--- src/verilog/ppg_map.vh ---
// Purpose: Address map, control word layout and pin roles of the
//          group-one parallel port block.
// Assumes: Included by its bare name from the design file.
// Notes:   Definitions only.
`ifndef PPG_MAP_VH
`define PPG_MAP_VH

// ----------------------------------------------------------------
// I/O addresses
// ----------------------------------------------------------------
`define PPG_ADDR_PORT_A 8'hE4
`define PPG_ADDR_PORT_B 8'hE5
`define PPG_ADDR_PORT_C 8'hE6
`define PPG_ADDR_CTRL 8'hE7

// ----------------------------------------------------------------
// Control word fields
// ----------------------------------------------------------------
`define PPG_CW_SET 7
`define PPG_CW_A_MODE_HI 6
`define PPG_CW_A_MODE_LO 5
`define PPG_CW_A_DIR 4
`define PPG_CW_C_UP 3
`define PPG_CW_B_MODE 2
`define PPG_CW_B_DIR 1
`define PPG_CW_C_LOW 0
`define PPG_CW_BSEL_HI 3
`define PPG_CW_BSEL_LO 1
`define PPG_CW_BVAL 0
`define PPG_CW_RESET 8'h9B

// ----------------------------------------------------------------
// Port C pin roles
// ----------------------------------------------------------------
`define PPG_PC_B_IRQ_OUT 0
`define PPG_PC_B_FLAG 1
`define PPG_PC_B_STB 2
`define PPG_PC_A_IRQ_OUT 3
`define PPG_PC_A_STB 4
`define PPG_PC_A_IBF 5
`define PPG_PC_A_ACK 6
`define PPG_PC_A_OBF 7

// ----------------------------------------------------------------
// Sizes and reset values
// ----------------------------------------------------------------
`define PPG_DATA_W 8
`define PPG_FIFO_DEPTH 32
`define PPG_FIFO_AW 5
`define PPG_BYTE_ZERO 8'h00
`define PPG_BYTE_ONES 8'hFF

`endif

--- src/verilog/ppg_parallel_port.v ---
// Purpose: Group-one parallel port: ports A, B and C behind a
//          control word, with strobed, latched and bidirectional modes.
// Assumes: One clock, synchronous active-high reset, pins synchronous.
// Notes:   Strobed port A input bytes queue in a 32-word FIFO.
//
// Summary of operation
// Decode A E4, B E5, control E7.
// Port A offers five mode/direction configurations.
// B mode 0/1 only; A mode 2 forces 0.
// Port A pin data inverted from processor value.
// Mode 2: acknowledge high input, low drive.
// Strobed A: C3 irq, C4 strobe, C5 full.
// Latched A: C3 irq, C6 ack, C7 full.
// Mode 2: C3..C7 handshake; C0-1 free, C2 input.
// B mode 1 claims C0, C1, C2.
// C eight-bit path only when unclaimed.
// Control 1xxxx01x selects B mode 0 input.
// Control 1010xxxx selects A mode 1 output.
// Control 11xxxxxx selects A mode 2.
// Processor writes control word before port use.
// Port C never split into nibble directions; latched A with B mode 0 takes C5 direction from bit 3, C0-C2 from bit 0.
// Strobe low latches byte; read clears full, irq; port A full and input irq stay set until its FIFO is empty.
// Write asserts full; ack releases it, raises irq.
// Reset gives mode 0 input, handshakes inactive.
`timescale 1ns/1ps
`include "ppg_map.vh"

// ----------------------------------------------------------------
// Byte FIFO
// ----------------------------------------------------------------
module ppg_fifo #(
  parameter WIDTH = `PPG_DATA_W,
  parameter DEPTH = `PPG_FIFO_DEPTH,
  parameter AW = `PPG_FIFO_AW
) (
  input wire clock,
  input wire reset,
  input wire flush,
  input wire inValid,
  output wire inReady,
  input wire [WIDTH-1:0] inData,
  output wire outValid,
  input wire outReady,
  output wire [WIDTH-1:0] outData
);
  reg [WIDTH-1:0] mem [0:DEPTH-1];
  reg [AW-1:0] wrPtr_r;
  reg [AW-1:0] rdPtr_r;
  reg [AW:0] count_r;
  wire push;
  wire pop;
  localparam [AW:0] FULL_COUNT = DEPTH;

  assign inReady = (count_r != FULL_COUNT);
  assign outValid = (count_r != {(AW+1){1'b0}});
  assign outData = mem[rdPtr_r];
  assign push = inValid & inReady;
  assign pop = outValid & outReady;

  always @(posedge clock) begin
    if (push) begin
      mem[wrPtr_r] <= inData;
    end
  end

  always @(posedge clock) begin
    if (reset || flush) begin
      wrPtr_r <= {AW{1'b0}};
      rdPtr_r <= {AW{1'b0}};
      count_r <= {(AW+1){1'b0}};
    end else begin
      if (push) begin
        wrPtr_r <= wrPtr_r + 1'b1;
      end
      if (pop) begin
        rdPtr_r <= rdPtr_r + 1'b1;
      end
      if (push && !pop) begin
        count_r <= count_r + 1'b1;
      end else if (pop && !push) begin
        count_r <= count_r - 1'b1;
      end
    end
  end
endmodule

// ----------------------------------------------------------------
// Port group
// ----------------------------------------------------------------
module ppg_parallel_port (
  input wire clock,
  input wire reset,
  input wire [7:0] ioAddr,
  input wire ioWrite,
  input wire ioRead,
  input wire [7:0] ioWdata,
  output reg [7:0] ioRdata,
  input wire [7:0] paIn,
  output wire [7:0] paOut,
  output wire paOeN,
  input wire [7:0] pbIn,
  output wire [7:0] pbOut,
  output wire pbOeN,
  input wire [7:0] pcIn,
  output wire [7:0] pcOut,
  output wire [7:0] pcOeN,
  output wire portAFifoReady,
  output wire boardIrqLineN
);
  reg [7:0] cw_r, paLatch_r, pbLatch_r, pbInLatch_r, pcLatch_r;
  reg aObfN_r, aOutIntr_r, bIbf_r, bObfN_r, bOutIntr_r;
  reg inteAIn_r, inteAOut_r, inteB_r, aStbPrev_r, aAckPrev_r, bStbPrev_r;
  reg [7:0] dedDrive, dedVal, freeDrive;
  wire aMode2, aMode1, aMode0, aIn, bMode1, bIn, cIn, aInHs, aOutHs;
  wire aStbFall, aAckFall, bStbFall, wrA, wrB, wrC, wrCtrl, rdA, rdB;
  wire fifoValid, intrA, intrB, bIntrLevel;
  wire [7:0] fifoData, drvMask, pcView;

  // ----------------------------------------------------------------
  // Mode decode
  // ----------------------------------------------------------------
  assign aMode2 = cw_r[`PPG_CW_A_MODE_HI];
  assign aMode1 = !cw_r[`PPG_CW_A_MODE_HI] & cw_r[`PPG_CW_A_MODE_LO];
  assign aMode0 = !cw_r[`PPG_CW_A_MODE_HI] & !cw_r[`PPG_CW_A_MODE_LO];
  assign aIn = cw_r[`PPG_CW_A_DIR];
  assign bMode1 = cw_r[`PPG_CW_B_MODE] & !aMode2;
  assign bIn = cw_r[`PPG_CW_B_DIR];
  assign cIn = cw_r[`PPG_CW_C_LOW];
  assign aInHs = (aMode1 & aIn) | aMode2;
  assign aOutHs = (aMode1 & !aIn) | aMode2;

  // ----------------------------------------------------------------
  // Address decode
  // ----------------------------------------------------------------
  assign wrA = ioWrite & (ioAddr == `PPG_ADDR_PORT_A);
  assign wrB = ioWrite & (ioAddr == `PPG_ADDR_PORT_B);
  assign wrC = ioWrite & (ioAddr == `PPG_ADDR_PORT_C);
  assign wrCtrl = ioWrite & (ioAddr == `PPG_ADDR_CTRL);
  assign rdA = ioRead & (ioAddr == `PPG_ADDR_PORT_A);
  assign rdB = ioRead & (ioAddr == `PPG_ADDR_PORT_B);

  // ----------------------------------------------------------------
  // Handshake edges
  // ----------------------------------------------------------------
  assign aStbFall = aInHs & aStbPrev_r & !pcIn[`PPG_PC_A_STB];
  assign aAckFall = aOutHs & aAckPrev_r & !pcIn[`PPG_PC_A_ACK];
  assign bStbFall = bMode1 & bStbPrev_r & !pcIn[`PPG_PC_B_STB];

  // Strobed bytes queue; a strobe while full is dropped
  ppg_fifo #(
    .WIDTH(`PPG_DATA_W),
    .DEPTH(`PPG_FIFO_DEPTH),
    .AW(`PPG_FIFO_AW)
  ) u_fifo (
    .clock(clock),
    .reset(reset),
    .flush(wrCtrl & ioWdata[`PPG_CW_SET]),
    .inValid(aStbFall),
    .inReady(portAFifoReady),
    .inData(~paIn),
    .outValid(fifoValid),
    .outReady(rdA & aInHs),
    .outData(fifoData)
  );

  // ----------------------------------------------------------------
  // Control and data registers
  // ----------------------------------------------------------------
  always @(posedge clock) begin
    if (reset) begin
      cw_r <= `PPG_CW_RESET;
      paLatch_r <= `PPG_BYTE_ZERO;
      pbLatch_r <= `PPG_BYTE_ZERO;
      pbInLatch_r <= `PPG_BYTE_ZERO;
      pcLatch_r <= `PPG_BYTE_ZERO;
      aObfN_r <= 1'b1;
      aOutIntr_r <= 1'b0;
      bIbf_r <= 1'b0;
      bObfN_r <= 1'b1;
      bOutIntr_r <= 1'b0;
      inteAIn_r <= 1'b0;
      inteAOut_r <= 1'b0;
      inteB_r <= 1'b0;
      aStbPrev_r <= 1'b1;
      aAckPrev_r <= 1'b1;
      bStbPrev_r <= 1'b1;
    end else begin
      aStbPrev_r <= pcIn[`PPG_PC_A_STB];
      aAckPrev_r <= pcIn[`PPG_PC_A_ACK];
      bStbPrev_r <= pcIn[`PPG_PC_B_STB];
      if (wrCtrl && ioWdata[`PPG_CW_SET]) begin
        // Mode set: B mode bit dropped when A goes to mode 2
        cw_r <= {ioWdata[`PPG_CW_SET:`PPG_CW_C_UP],
                 ioWdata[`PPG_CW_B_MODE] & !ioWdata[`PPG_CW_A_MODE_HI],
                 ioWdata[`PPG_CW_B_DIR:`PPG_CW_C_LOW]};
        pcLatch_r <= `PPG_BYTE_ZERO;
        aObfN_r <= 1'b1;
        aOutIntr_r <= 1'b0;
        bIbf_r <= 1'b0;
        bObfN_r <= 1'b1;
        bOutIntr_r <= 1'b0;
        inteAIn_r <= 1'b0;
        inteAOut_r <= 1'b0;
        inteB_r <= 1'b0;
      end else begin
        if (wrCtrl) begin
          // Single bit set/reset of port C, also steers interrupt enables
          pcLatch_r[ioWdata[`PPG_CW_BSEL_HI:`PPG_CW_BSEL_LO]] <=
            ioWdata[`PPG_CW_BVAL];
          if (ioWdata[`PPG_CW_BSEL_HI:`PPG_CW_BSEL_LO] == `PPG_PC_A_STB) begin
            inteAIn_r <= ioWdata[`PPG_CW_BVAL];
          end
          if (ioWdata[`PPG_CW_BSEL_HI:`PPG_CW_BSEL_LO] == `PPG_PC_A_ACK) begin
            inteAOut_r <= ioWdata[`PPG_CW_BVAL];
          end
          if (ioWdata[`PPG_CW_BSEL_HI:`PPG_CW_BSEL_LO] == `PPG_PC_B_STB) begin
            inteB_r <= ioWdata[`PPG_CW_BVAL];
          end
        end
        if (wrC) begin
          pcLatch_r <= ioWdata;
        end
        if (wrA) begin
          paLatch_r <= ioWdata;
          if (aOutHs) begin
            aObfN_r <= 1'b0;
            aOutIntr_r <= 1'b0;
          end
        end
        // Acknowledge after a write in the same cycle wins
        if (aAckFall) begin
          aObfN_r <= 1'b1;
          aOutIntr_r <= 1'b1;
        end
        if (wrB) begin
          pbLatch_r <= ioWdata;
          if (bMode1 && !bIn) begin
            bObfN_r <= 1'b0;
            bOutIntr_r <= 1'b0;
          end
        end
        if (bMode1 && !bIn && bStbFall) begin
          bObfN_r <= 1'b1;
          bOutIntr_r <= 1'b1;
        end
        if (rdB && bMode1 && bIn) begin
          bIbf_r <= 1'b0;
        end
        // New strobe beats a read in the same cycle
        if (bMode1 && bIn && bStbFall) begin
          pbInLatch_r <= pbIn;
          bIbf_r <= 1'b1;
        end
      end
    end
  end

  // ----------------------------------------------------------------
  // Interrupt requests
  // ----------------------------------------------------------------
  assign intrA = (aInHs & inteAIn_r & fifoValid) |
                 (aOutHs & inteAOut_r & aOutIntr_r);
  assign bIntrLevel = bIn ? bIbf_r : bOutIntr_r;
  assign intrB = bMode1 & inteB_r & bIntrLevel;
  assign boardIrqLineN = !(intrA | intrB);

  // ----------------------------------------------------------------
  // Port A and B pins
  // ----------------------------------------------------------------
  assign paOut = ~paLatch_r;
  assign paOeN = aMode2 ? pcIn[`PPG_PC_A_ACK] : aIn;
  assign pbOut = pbLatch_r;
  assign pbOeN = bIn;

  // ----------------------------------------------------------------
  // Port C pin roles
  // ----------------------------------------------------------------
  always @* begin
    dedDrive = `PPG_BYTE_ZERO;
    dedVal = `PPG_BYTE_ZERO;
    freeDrive = cIn ? `PPG_BYTE_ZERO : `PPG_BYTE_ONES;
    if (aMode1 && aIn) begin
      dedDrive[`PPG_PC_A_IRQ_OUT] = 1'b1;
      dedVal[`PPG_PC_A_IRQ_OUT] = intrA;
      dedDrive[`PPG_PC_A_IBF] = 1'b1;
      dedVal[`PPG_PC_A_IBF] = fifoValid;
      freeDrive[`PPG_PC_A_OBF:`PPG_PC_A_IRQ_OUT] = 5'h00;
    end else if (aMode1) begin
      dedDrive[`PPG_PC_A_IRQ_OUT] = 1'b1;
      dedVal[`PPG_PC_A_IRQ_OUT] = intrA;
      dedDrive[`PPG_PC_A_OBF] = 1'b1;
      dedVal[`PPG_PC_A_OBF] = aObfN_r;
      freeDrive[`PPG_PC_A_OBF:`PPG_PC_A_IRQ_OUT] = 5'h00;
      freeDrive[`PPG_PC_A_IBF] = !cw_r[`PPG_CW_C_UP];
    end else if (aMode2) begin
      dedDrive[`PPG_PC_A_IRQ_OUT] = 1'b1;
      dedVal[`PPG_PC_A_IRQ_OUT] = intrA;
      dedDrive[`PPG_PC_A_IBF] = 1'b1;
      dedVal[`PPG_PC_A_IBF] = fifoValid;
      dedDrive[`PPG_PC_A_OBF] = 1'b1;
      dedVal[`PPG_PC_A_OBF] = aObfN_r;
      freeDrive[`PPG_PC_A_OBF:`PPG_PC_A_IRQ_OUT] = 5'h00;
      freeDrive[`PPG_PC_B_STB] = 1'b0;
      freeDrive[`PPG_PC_B_FLAG:`PPG_PC_B_IRQ_OUT] =
        cw_r[`PPG_CW_C_UP] ? 2'h0 : 2'h3;
    end
    if (bMode1) begin
      dedDrive[`PPG_PC_B_IRQ_OUT] = 1'b1;
      dedVal[`PPG_PC_B_IRQ_OUT] = intrB;
      dedDrive[`PPG_PC_B_FLAG] = 1'b1;
      dedVal[`PPG_PC_B_FLAG] = bIn ? bIbf_r : bObfN_r;
      freeDrive[`PPG_PC_B_STB:`PPG_PC_B_IRQ_OUT] = 3'h0;
    end
  end

  genvar i;
  generate
    for (i = 0; i < `PPG_DATA_W; i = i + 1) begin : g_pc
      assign pcOut[i] = dedDrive[i] ? dedVal[i] : pcLatch_r[i];
      assign pcOeN[i] = !(dedDrive[i] | freeDrive[i]);
      assign drvMask[i] = dedDrive[i] | freeDrive[i];
      assign pcView[i] = drvMask[i] ? pcOut[i] : pcIn[i];
    end
  endgenerate

  // ----------------------------------------------------------------
  // Read data
  // ----------------------------------------------------------------
  always @(posedge clock) begin
    if (reset) begin
      ioRdata <= `PPG_BYTE_ZERO;
    end else if (ioRead) begin
      if (ioAddr == `PPG_ADDR_PORT_A) begin
        if (aInHs) begin
          ioRdata <= fifoValid ? fifoData : `PPG_BYTE_ZERO;
        end else if (aIn) begin
          ioRdata <= ~paIn;
        end else begin
          ioRdata <= paLatch_r;
        end
      end else if (ioAddr == `PPG_ADDR_PORT_B) begin
        if (bMode1 && bIn) begin
          ioRdata <= pbInLatch_r;
        end else if (bIn) begin
          ioRdata <= pbIn;
        end else begin
          ioRdata <= pbLatch_r;
        end
      end else if (ioAddr == `PPG_ADDR_PORT_C) begin
        ioRdata <= pcView;
      end else begin
        ioRdata <= `PPG_BYTE_ZERO;
      end
    end
  end
endmodule
--- config.mk ---
export PLATFORM = sky130hd
export DESIGN_NAME = ppg_parallel_port
export DESIGN_NICKNAME = d
export VERILOG_FILES = /design/src/verilog/ppg_parallel_port.v
export VERILOG_INCLUDE_DIRS = /design/src /design/src/verilog
export SDC_FILE = /design/constraint.sdc
export NUM_CORES = 1
export LEC_CHECK = 0
export BUFFER_PORTS_ARGS = -buffer_cell sky130_fd_sc_hd__buf_2
export CORE_ASPECT_RATIO = 2
export CORE_MARGIN = 5
export CORE_UTILIZATION = 31
export CTS_CLUSTER_DIAMETER = 80
export DETAILED_ROUTE_END_ITERATION = 7
export GPL_TIMING_DRIVEN = 1
export MAX_ROUTING_LAYER = met4
export PLACE_DENSITY = 0.53
export SLEW_MARGIN = 20
export SYNTH_ARGS = -nofsm -noshare
export SYNTH_HDL_FRONTEND = slang
export SYNTH_SLANG_ARGS = --single-unit
export TNS_END_PERCENT = 50
--- constraint.sdc ---
create_clock -name clock -period 2.75 [get_ports clock]
set_input_delay 0 -clock clock [delete_from_list [all_inputs] [get_ports clock]]
set_output_delay 0 -clock clock [all_outputs]
set_load 0.03 [all_outputs]
==> Word-level counts from Yosys, hierarchy flattened <==
Memories as Yosys holds them, arrays and structs flattened. A register that Yosys moved wholly into a read port is not among the register bits.
Index checks and enable logic that the tools add are counted.
{ "totals": {"n_memories": 1, "ram_bits": 256, "wordCells": 194, "output_inout_bits": 44, "register_bits": 74} }
{ "op_classes": {"mux": 68, "bitwise": 39, "n_eq_ne": 8, "reduce_logical": 52, "order_cmp": 2, "add_sub_neg": 4} }
{ "mem_list": {"columns": ["memory", "words", "word_bits", "rd", "rd_clocked_by_memory_dff", "wr", "line", "rtl"], "rows": [
  ["u_fifo.mem", 32, 8, 1, 1, 1, "ppg_parallel_port.v:46", "reg [WIDTH-1:0] mem [0:DEPTH-1];"]
]} }
{ "op_table": {"columns": ["op", "count"], "rows": [
  ["$mux W8", 12],
  ["$mux W1", 42],
  ["$eq A8 B8 Y1 const B", 4],
  ["$and A1 B1 Y1", 27],
  ["$mux W5", 4],
  ["$reduce_and A2 Y1", 10],
  ["$logic_not A1 Y1", 19],
  ["$not A8 Y8", 2],
  ["$reduce_bool A2 Y1", 7],
  ["$mux W6", 2],
  ["$logic_and A1 B1 Y1", 11],
  ["$add A5 B1 Y5 const B", 2],
  ["$mux W3", 3],
  ["$or A1 B1 Y1", 9],
  ["$bwmux W8", 1],
  ["$add A6 B1 Y6 const B", 1],
  ["$eq A3 B3 Y1 const B", 2],
  ["$mux W2", 3],
  ["$ne A6 B6 Y1 const B", 1],
  ["$reduce_bool A6 Y1", 1],
  ["$reduce_or A3 Y1", 2],
  ["$sub A6 B1 Y6 const B", 1],
  ["$lt A3 B4 Y1 const B", 1],
  ["$demux W1 S3", 1],
  ["other kinds (5)", 5]
]} }

==> Longest topological paths before layout <==
Gate-level depths: netlist (run 1).
{ "logic_depth": {"word_depth": 15, "depth_mapped": 13, "depth_no_buf": 12} }

==> By module <==
Synthesis (run 1) repeated with hierarchy kept, for this count alone.
{ "unflattened": {"hier_cells": 1042, "area_unflattened_um2": 14407.6} }
{ "by_module_without_submodules": {"columns": ["mod", "cells_per_inst", "area_per_inst_um2", "n_inst", "seq_area_each_um2"], "rows": [
  ["ppg_fifo", 627, 11091.9, 1, 8107.8],
  ["ppg_parallel_port", 415, 3315.7, 1, 1161.1]
]} }

==> Worst setup path after synthesis (run 1) <==
No wires, ideal clock.
{ "synth_timing": {"path_kind": "register to register", "start": "register u_fifo.count_r[0]", "end": "register u_fifo.count_r[5]", "synth_period_minus_slack_ps": 2923, "path_buffers": 0, "path_stages_with_launch": 13, "setup_time_ps": 119, "slack_ps": -173, "arrival_ps": 2804, "path_cell_list": "dfxtp_1 -> nor4_1 -> a21oi_2 -> and3_1 -> inv_1 -> ha_1 -> inv_1 -> ha_1 -> a21o_1 -> a21oi_1 -> nand4b_1 -> nand4_1 -> mux2i_1"} }
{ "synth_between": {"elab_chain_cells": 5, "word_cells_on_any_way": 13, "classes_between": "add/sub (2); eq/ne (1); mux (2); bitwise (2); reduce/logical (6)"} }
{ "synth_rtl": {"columns": ["item", "line", "rtl"], "rows": [
  ["from (decl)", "ppg_parallel_port.v:49", "reg [AW:0] count_r;"],
  ["from (signal assigned)", "ppg_parallel_port.v:70", "count_r <= {(AW+1){1'b0}};"],
  ["from (signal assigned)", "ppg_parallel_port.v:79", "count_r <= count_r + 1'b1;"],
  ["from (signal assigned)", "ppg_parallel_port.v:81", "count_r <= count_r - 1'b1;"],
  ["parallel branches: the longest is 5 deep, another holds $sub A6 B1 Y6", null, null]
]} }
Parallel ways; which one is timed is not known. The select of a mux whose other input is x is not followed.
A chain may end at the register's enable or synchronous reset.

==> Final worst setup path (run 1) <==
{ "layout_timing": {"start": "input ioAddr[0]", "end": "register pbInLatch_r[7]"} }
{ "layout_between": {"elab_chain_cells": 5} }
{ "layout_rtl": {"columns": ["item", "line", "rtl"], "rows": [
  ["from (decl)", "ppg_parallel_port.v:93", "input wire [7:0] ioAddr,"],
  ["$eq A8 B8 Y1 (no source line)", null, null],
  ["$and A1 B1 Y1", "ppg_parallel_port.v:138", "assign wrCtrl = ioWrite & (ioAddr == `PPG_ADDR_CTRL);"],
  ["$logic_and A1 B1 Y1", "ppg_parallel_port.v:191", "if (wrCtrl && ioWdata[`PPG_CW_SET]) begin"],
  ["$not A1 Y1 (no source line)", null, null],
  ["$reduce_and A2 Y1 (no source line)", null, null],
  ["to (signal assigned)", "ppg_parallel_port.v:174", "pbInLatch_r <= `PPG_BYTE_ZERO;"],
  ["to (signal assigned)", "ppg_parallel_port.v:251", "pbInLatch_r <= pbIn;"],
  ["to (decl)", "ppg_parallel_port.v:110", "reg [7:0] cw_r, paLatch_r, pbLatch_r, pbInLatch_r, pcLatch_r;"]
]} }
Every way passes these cells.

==> results of run 1 <==
==> logic make-up after synthesis <==
kind of cell | share of synthesized area
DFF | 0.646
and+or+nand+nor | 0.0938
AOI/OAI and AO/OA | 0.0669
muxes | 0.145
buffers and inverters | 0.0315
xor gates and xnor gates | 0.00671
adders and majority gates | 0.0101
==> metrics by stage <==
stage / hold slack [ns] / power [W] / instance area [um2] / std cells
5_1_grt: 0.0306 / 0.0105 / 17400 / 1773
3_3_place_gp: 0.227 / 0.00580 / 15900 / 1675
6_report: 0.0183 / 0.0102 / 17400 / 1773
4_1_cts: 0.00173 / 0.0103 / 17400 / 1773
2_1_floorplan: 0.107 / 0.00565 / 14400 / 994
3_5_place_dp: 0.238 / 0.00580 / 15900 / 1675
==> synth_stat cells (8+ instances only) <==
| cell | count |
|---|---|
| edfxtp_1 | 256 |
| nor2_1 | 104 |
| dfxtp_1 | 79 |
| nand2_1 | 68 |
| mux2i_1 | 54 |
| mux4_2 | 49 |
| inv_1 | 36 |
| a21oi_1 | 34 |
| clkbuf_1 | 27 |
| nand3_1 | 20 |
| o21ai_0 | 19 |
| nand2b_1 | 17 |
| nand4_1 | 16 |
| mux4_1 | 13 |
| nor2b_1 | 12 |
| buf_2 | 11 |
| ha_1 | 10 |
| a211oi_1 | 9 |
| mux2_2 | 9 |
| a31oi_1 | 8 |
| buf_4 | 8 |
==> worst paths after layout <==
path | from | endpoint | slack, ns
min reg2reg | paLatch_r[6] | paLatch_r[6] | 0.47
max | ioAddr[0] | pbInLatch_r[7] | 0.18
max reg2reg | u_fifo.count_r[0] | u_fifo.count_r[5] | 0.24
min | paIn[3] | ioRdata[3] | 0.02
==> where the power goes <==
group / leakage, nW / internal (W) / switching, W
combinational: 2.71 / 0.0000805 / 0.000199
clock: 0.522 / 0.00261 / 0.00190
sequential: 2.94 / 0.00544 / 0.00000140
total: 6.17 / 0.00812 / 0.00210
==> final cells by class <==
| class | count | area, um2 | area share |
|---|---|---|---|
| flip-flops and latches | 335 | 9280 | 0.533 |
| multi-input cells | 565 | 4670 | 0.268 |
| repair buffers | 214 | 1540 | 0.0887 |
| clock buffers | 39 | 867 | 0.0498 |
| well taps | 565 | 707 | 0.0406 |
| clock inverters | 17 | 200 | 0.0115 |
| inverters | 38 | 143 | 0.00820 |
==> routing by layer <==
layer,vias up,part of all wire,wire length [um],global-route usage
met2,260,0.59,25800,0.353
met1,4595,0.32,14000,0.153
met3,106,0.031,1370,0.0169
met4,0,0.061,2670,0.0908
met5,-,0,0,-
li1,4181,-,-,-
==> repair_timing <==
action	in CTS	in global routing
resized for setup	0	2
hold buffers	42	0
endpoints found under the hold margin	57	0
setup buffers	0	0
setup endpoints to repair	0	1
==> sequential cells by signal, summed over array words and instances (netlist names), 5 cells and up, named ones only <==
| name | flops |
|---|---|
| u_fifo.rdPtr_r | 5 |
| ioRdata | 8 |
| u_fifo.count_r | 6 |
| u_fifo.mem | 256 |
| paLatch_r | 8 |
| pcLatch_r | 8 |
| u_fifo.wrPtr_r | 5 |
| pbInLatch_r | 8 |
| cw_r | 7 |
| pbOut | 8 |
==> critical path, delay by kind of cell <==
kind                   cells  cell delay [ns]
buffers and inverters      4             1.43
multiplexers               1             0.26
AND/OR/NAND/NOR            4             1.32
==> summary.txt, run 1 <==
STA
  • Final WS setup: 0.179 ns
  • Setup TNS: 0 ns
  • Period minus WS final: 2.57 ns
  • Final worst-path cycle share: 0.935
  • Slew Limit Fails: 0
  • RSZ-0062 raised after global routing: false
  • Clock skew: 0.0277 ns
  • Final Hold Vio Count: 0
  • Relative slew slack: 0.263
  • Final setup fails: 0
  • Slew @ Worst Pin: 1.10 ns
  • FMAX: 0.389 GHz

Global route
  • Largest net degree at the start of global routing: 33
  • Total track usage: 0.174
  • First-pass GRT wire length: 63.4 mm
  • Antenna violations before repair: 0
  • Total grt overflow: 0
  • Vias in the first global route: 9631

Setup path
  • Setup crit end kind: register
  • CP most frequent cell: dlygate4sd3_1
  • Critical path arrival: 3.03 ns
  • Worst Path Required: 3.21 ns
  • CP Launch Type: input port
  • Max incr delay on CP: 0.60 ns
  • Worst r2r path cells: 12
  • CP max stage cell: nand2b_1
  • CP max FO: 14
  • Crit-path cells: dlygate4sd3_1, buf_2, buf_4, and3_1, nand4_1, nand2b_1, mux2i_1, nor2_1, dlygate4sd3_1
  • Kind of critical path: in2reg

Yosys
  • EDFF count, synth: 256
  • Avg Synthesized Cell Area: 14.4 um2
  • Yosys cell types: 73
  • Yosys reg bits: 335
  • FFs w/ async S/R, synth: 0
  • Syn Std Cell Area: 14400 um2
  • Synthesized instance count: 994
  • Ys flop type: edfxtp_1
  • Synthesis warning total: 0
  • Syn_nets: 1049
  • Synth top area share: 0.535
  • Top post-synthesis cells by area: edfxtp_1, dfxtp_1, mux4_2
  • Cell taking the most area after synthesis: edfxtp_1
  • Post-synthesis sequential area ratio: 0.646

Routing
  • DR iter-0 viols: 481
  • Antenna Nets Post-Route: 0
  • Aggregate routed wire length: 43.9 mm
  • Drt first pass iters: 5
  • Via density: 5.16
  • DRC violations left: 0
  • DR WL/cell: 24.8 um
  • Via count: 9142

Placed design
  • Buffers on Ports: 87
  • Placement Setup Slack: 0.0781 ns
  • GPL Wtd Cong: 0.976
  • DP HPWL: 32.9 mm

Floorplan
  • Core Area: 45800 um2
  • IO Count: 88
  • Die area: 51000 um2
  • Initial core utilization: 0.313
  • Die height: 314 um
  • Die width: 162 um
  • Cell Rows: 111

Final layout
  • Nets: 1239
  • Commonest non-fill, non-tap cell in the layout: edfxtp_1
  • Commonest cells after routing, fill and taps aside: edfxtp_1, nor2_1, buf_2
  • Ratio of cells with drive above 1 in the final layout: 0.252
  • Fill count: 4374
  • Layout overhead on the synthesized area: 21.2%
  • # diodes: 0
  • Post-layout util: 0.380

Clocking
  • CTS tree: done
  • Clk_lat worst skew: 0.58 ns
  • CTS Root Cell: clkbuf_16
  • Clk buf depth: 3
  • Clock buffer count from CTS: 30
  • H-tree depth: 1
  • CTS Sinks: 335
  • Worst-path clk slew: 0.08 ns

Worst hold path
  • Hold Crit Depth: 5
  • Worst hold path type: in2reg

Power
  • P per Cell Area: 588 nW/um2
  • Leak pwr: 6.17 nW
  • Peak supply drop: 0.451 mV

Run status
  • Run status: finished clean

Flow run
  • Number of max-cap violations: 0
No activity file was read; power rests on OpenSTA's default activity.
==> run 2, diff against run 1 <==
==> constraint.sdc (replaced) <==
create_clock -name clock -period 2.3 [get_ports clock]
set_input_delay 0 -clock clock [delete_from_list [all_inputs] [get_ports clock]]
set_output_delay 0 -clock clock [all_outputs]
set_load 0.03 [all_outputs]
==> run 2 against run 1 <==
  * Total power is 19% higher
  * Non-clock buffer count up 38
  * Hold slack lost 0.0050 ns
  * Cell area grew 2.3%
  * Critical path depth increased by 4
  * Routed wire length is 2.4% higher
  * The run now ends with setup timing left
  * Sequential power is 19% higher
  * Largest cell class unchanged
  * Flip-flop and latch count stayed put
==> summary.txt, run 2 (same netlist as run 1, synthesis figures left out) <==
Run status
  • Run status: complete, but fails checks (was finished clean)
  • Failing checks: setup timing

Setup path
  • Critical path arrival: 2.77 ns (was 3.03 ns)
  • Kind of critical path: reg2reg (was in2reg)
  • Setup crit end kind: register (unchanged)
  • CP max FO: 6 (was 14)
  • R2R setup slack: -0.02 ns (was 0.24 ns)
  • Worst r2r path cells: 13 (was 12)
  • Reg2Reg Launch Point: u_fifo.count_r[3] (was u_fifo.count_r[0])
  • CP Launch Type: register (was input port)
  • Worst Path Required: 2.75 ns (was 3.21 ns)
  • Worst reg2reg endpoint: u_fifo.count_r[5] (unchanged)

Clocking
  • Clk buf depth: 3 (unchanged)
  • H-tree depth: 1 (unchanged)
  • CTS Root Cell: clkbuf_16 (unchanged)
  • CTS Sinks: 335 (unchanged)
  • CTS tree: done (unchanged)
  • Clk_lat worst skew: 0.58 ns (about the same)
  • Worst-path clk slew: 0.07 ns (was 0.08 ns)
  • Clock buffer count from CTS: 28 (was 30)

Power
  • Peak supply drop: 0.502 mV (was 0.451 mV)
  • Logic pwr share: 0.030 (was 0.027)
  • Pint: 0.00969 W (was 0.00812 W)
  • P per Cell Area: 684 nW/um2 (was 588 nW/um2)
  • Switching Share: 0.205 (was 0.206)
  • Leak pwr: 6.35 nW (was 6.17 nW)
  • Sw Pwr: 0.00249 W (was 0.00210 W)
  • Sequential share of power: 0.533 (was 0.532)
  • Clock share of power: 0.437 (was 0.441)

Routing
  • DRC violations left: 0 (unchanged)
  • Drt first pass iters: 5 (unchanged)
  • DR WL/cell: 24.9 um (was 24.8 um)
  • Via count: 9359 (was 9142)
  • DR iter-0 viols: 720 (was 481)
  • Aggregate routed wire length: 45.0 mm (was 43.9 mm)
  • Via density: 5.18 (was 5.16)
  • Antenna Nets Post-Route: 0 (unchanged)

STA
  • Final worst-path cycle share: 1.01
  • Slew @ Worst Pin: 0.701 ns (was 1.10 ns)
  • Final WS setup: -0.0153 ns (was 0.179 ns)
  • FMAX: 0.432 GHz
  • Relative slew slack: 0.532 (was 0.263)
  • Clock skew: 0.0232 ns (was 0.0277 ns)
  • Final Hold Vio Count: 0 (unchanged)
  • Setup TNS: -0.0153 ns (was 0 ns)
  • Slew Limit Fails: 0 (unchanged)
  • Final setup fails: 1 (was 0)
  • RSZ-0062 raised after global routing: true (was false)
  • Period minus WS final: 2.32 ns

Global route
  • Largest net degree at the start of global routing: 37 (was 33)
  • GRT Max-Usage Layer: met2 (unchanged)
  • Met2 Resource Use GR: 0.353 (about the same)
  • Total grt overflow: 0 (unchanged)
  • Grt met3 use: 0.0183 (was 0.0169)
  • Vias in the first global route: 9939 (was 9631)
  • First-pass GRT wire length: 64.9 mm (was 63.4 mm)
  • Met1 Use GR: 0.152 (was 0.153)
  • Antenna violations before repair: 0 (unchanged)
  • Total track usage: 0.179 (was 0.174)

Worst hold path
  • Worst Hold Path EP: u_fifo.mem[0][2] (was ioRdata[3])
  • Hold Crit Depth: 3 (was 5)
  • Worst hold path type: in2reg (unchanged)
  • Hold path start: paIn[2] (was paIn[3])

Flow run
  • Number of max-cap violations: 0 (unchanged)

Floorplan
  • Initial core utilization: 0.313 (unchanged)
  • Die height: 314 um (unchanged)
  • IO Count: 88 (unchanged)
  • Core Area: 45800 um2 (unchanged)
  • Die area: 51000 um2 (unchanged)
  • Cell Rows: 111 (unchanged)
  • Die width: 162 um (unchanged)

Final layout
  • Fin cells: 1807 (was 1773)
  • Max FFs per register: 256 (unchanged)
  • Largest register by flop count: u_fifo.mem (unchanged)
  • Ratio of cells with drive above 1 in the final layout: 0.286 (was 0.252)
  • Multi-input logic area: 4760 um2 (was 4670 um2)
  • FF+latch area: 9280 um2 (about the same)
  • # diodes: 0 (unchanged)
  • Layout overhead on the synthesized area: 24.0% (was 21.2%)
  • Commonest cells after routing, fill and taps aside: edfxtp_1, buf_4, nor2_1 (was edfxtp_1, nor2_1, buf_2)
  • Nets: 1275 (was 1239)
  • Post-layout util: 0.389 (was 0.380)
  • Commonest non-fill, non-tap cell in the layout: edfxtp_1 (unchanged)
  • Fill count: 4300 (was 4374)

Placed design
  • Placement Setup Slack: 0.00431 ns (was 0.0781 ns)
  • GPL Wtd Cong: 0.967 (was 0.976)
  • DP HPWL: 34.2 mm (was 32.9 mm)
  • Buffers on Ports: 87 (unchanged)
  • Number of cells after detailed placement: 1713 (was 1675)
==> run 2: cell type report <==
type / count / share of cell area
flip-flops and latches: 335 / 0.521
multi-input cells: 565 / 0.267
repair buffers: 252 / 0.106
clock buffers: 33 / 0.0410
well taps: 565 / 0.0397
clock inverters: 19 / 0.0167
inverters: 38 / 0.00843
==> run 2: layer usage <==
layer	wire, um	vias to the layer above
met5	0	-
met4	3730	0
met3	1450	120
met2	26000	278
met1	13800	4719
li1	-	4242
==> run 2: worst max-delay path by stage <==
stage,startpoint,end,cells past startpoint
finish,u_fifo.count_r[3],u_fifo.count_r[5],13
detailed placement,u_fifo.count_r[3],u_fifo.count_r[5],13
CTS,u_fifo.count_r[3],u_fifo.count_r[4],13
floorplan,u_fifo.count_r[1],u_fifo.count_r[4],12
global placement,u_fifo.count_r[3],u_fifo.count_r[4],13
global route,u_fifo.count_r[3],u_fifo.count_r[4],13
==> run 2: power by group through the flow <==
stage	logic [W]	clock network, W	registers, W
floorplan	0.000122	0	0.00663
global placement	0.000320	0	0.00663
detailed placement	0.000323	0	0.00663
CTS	0.000362	0.00543	0.00650
global route	0.000381	0.00564	0.00649
finish	0.000365	0.00532	0.00650
==> run 2: metrics by stage <==
stage          instance area [um2]  total power, W  hold WS, ns
2_1_floorplan                14500         0.00676        0.107
3_3_place_gp                 16300         0.00695        0.236
3_5_place_dp                 16300         0.00695        0.240
4_1_cts                      17800          0.0123      0.00484
5_1_grt                      17800          0.0125       0.0136
6_report                     17800          0.0122       0.0133
==> run 2: what timing repair did <==
| action | CTS | global route |
|---|---|---|
| hold buffers | 40 | 0 |
| cloned | 0 | 0 |
| endpoints found under the hold margin | 69 | 0 |
| pin swaps | 0 | 3 |
| setup endpoints to repair | 3 | 15 |
| buffers inserted | 0 | 2 |
| gates resized for setup | 1 | 9 |
==> run 2: worst max-delay path, stage by stage, from the launching register on <==
cell and delay [ns]:
dfxtp_2 0.34, nor4_4 0.25, buf_4 0.19, a21oi_4 0.06
and3_4 0.17, inv_4 0.06, ha_4 0.15, inv_6 0.05
ha_4 0.21, a21o_1 0.18, a21oi_2 0.16, nand4b_1 0.13
nand4_1 0.13, mux2i_1 0.14
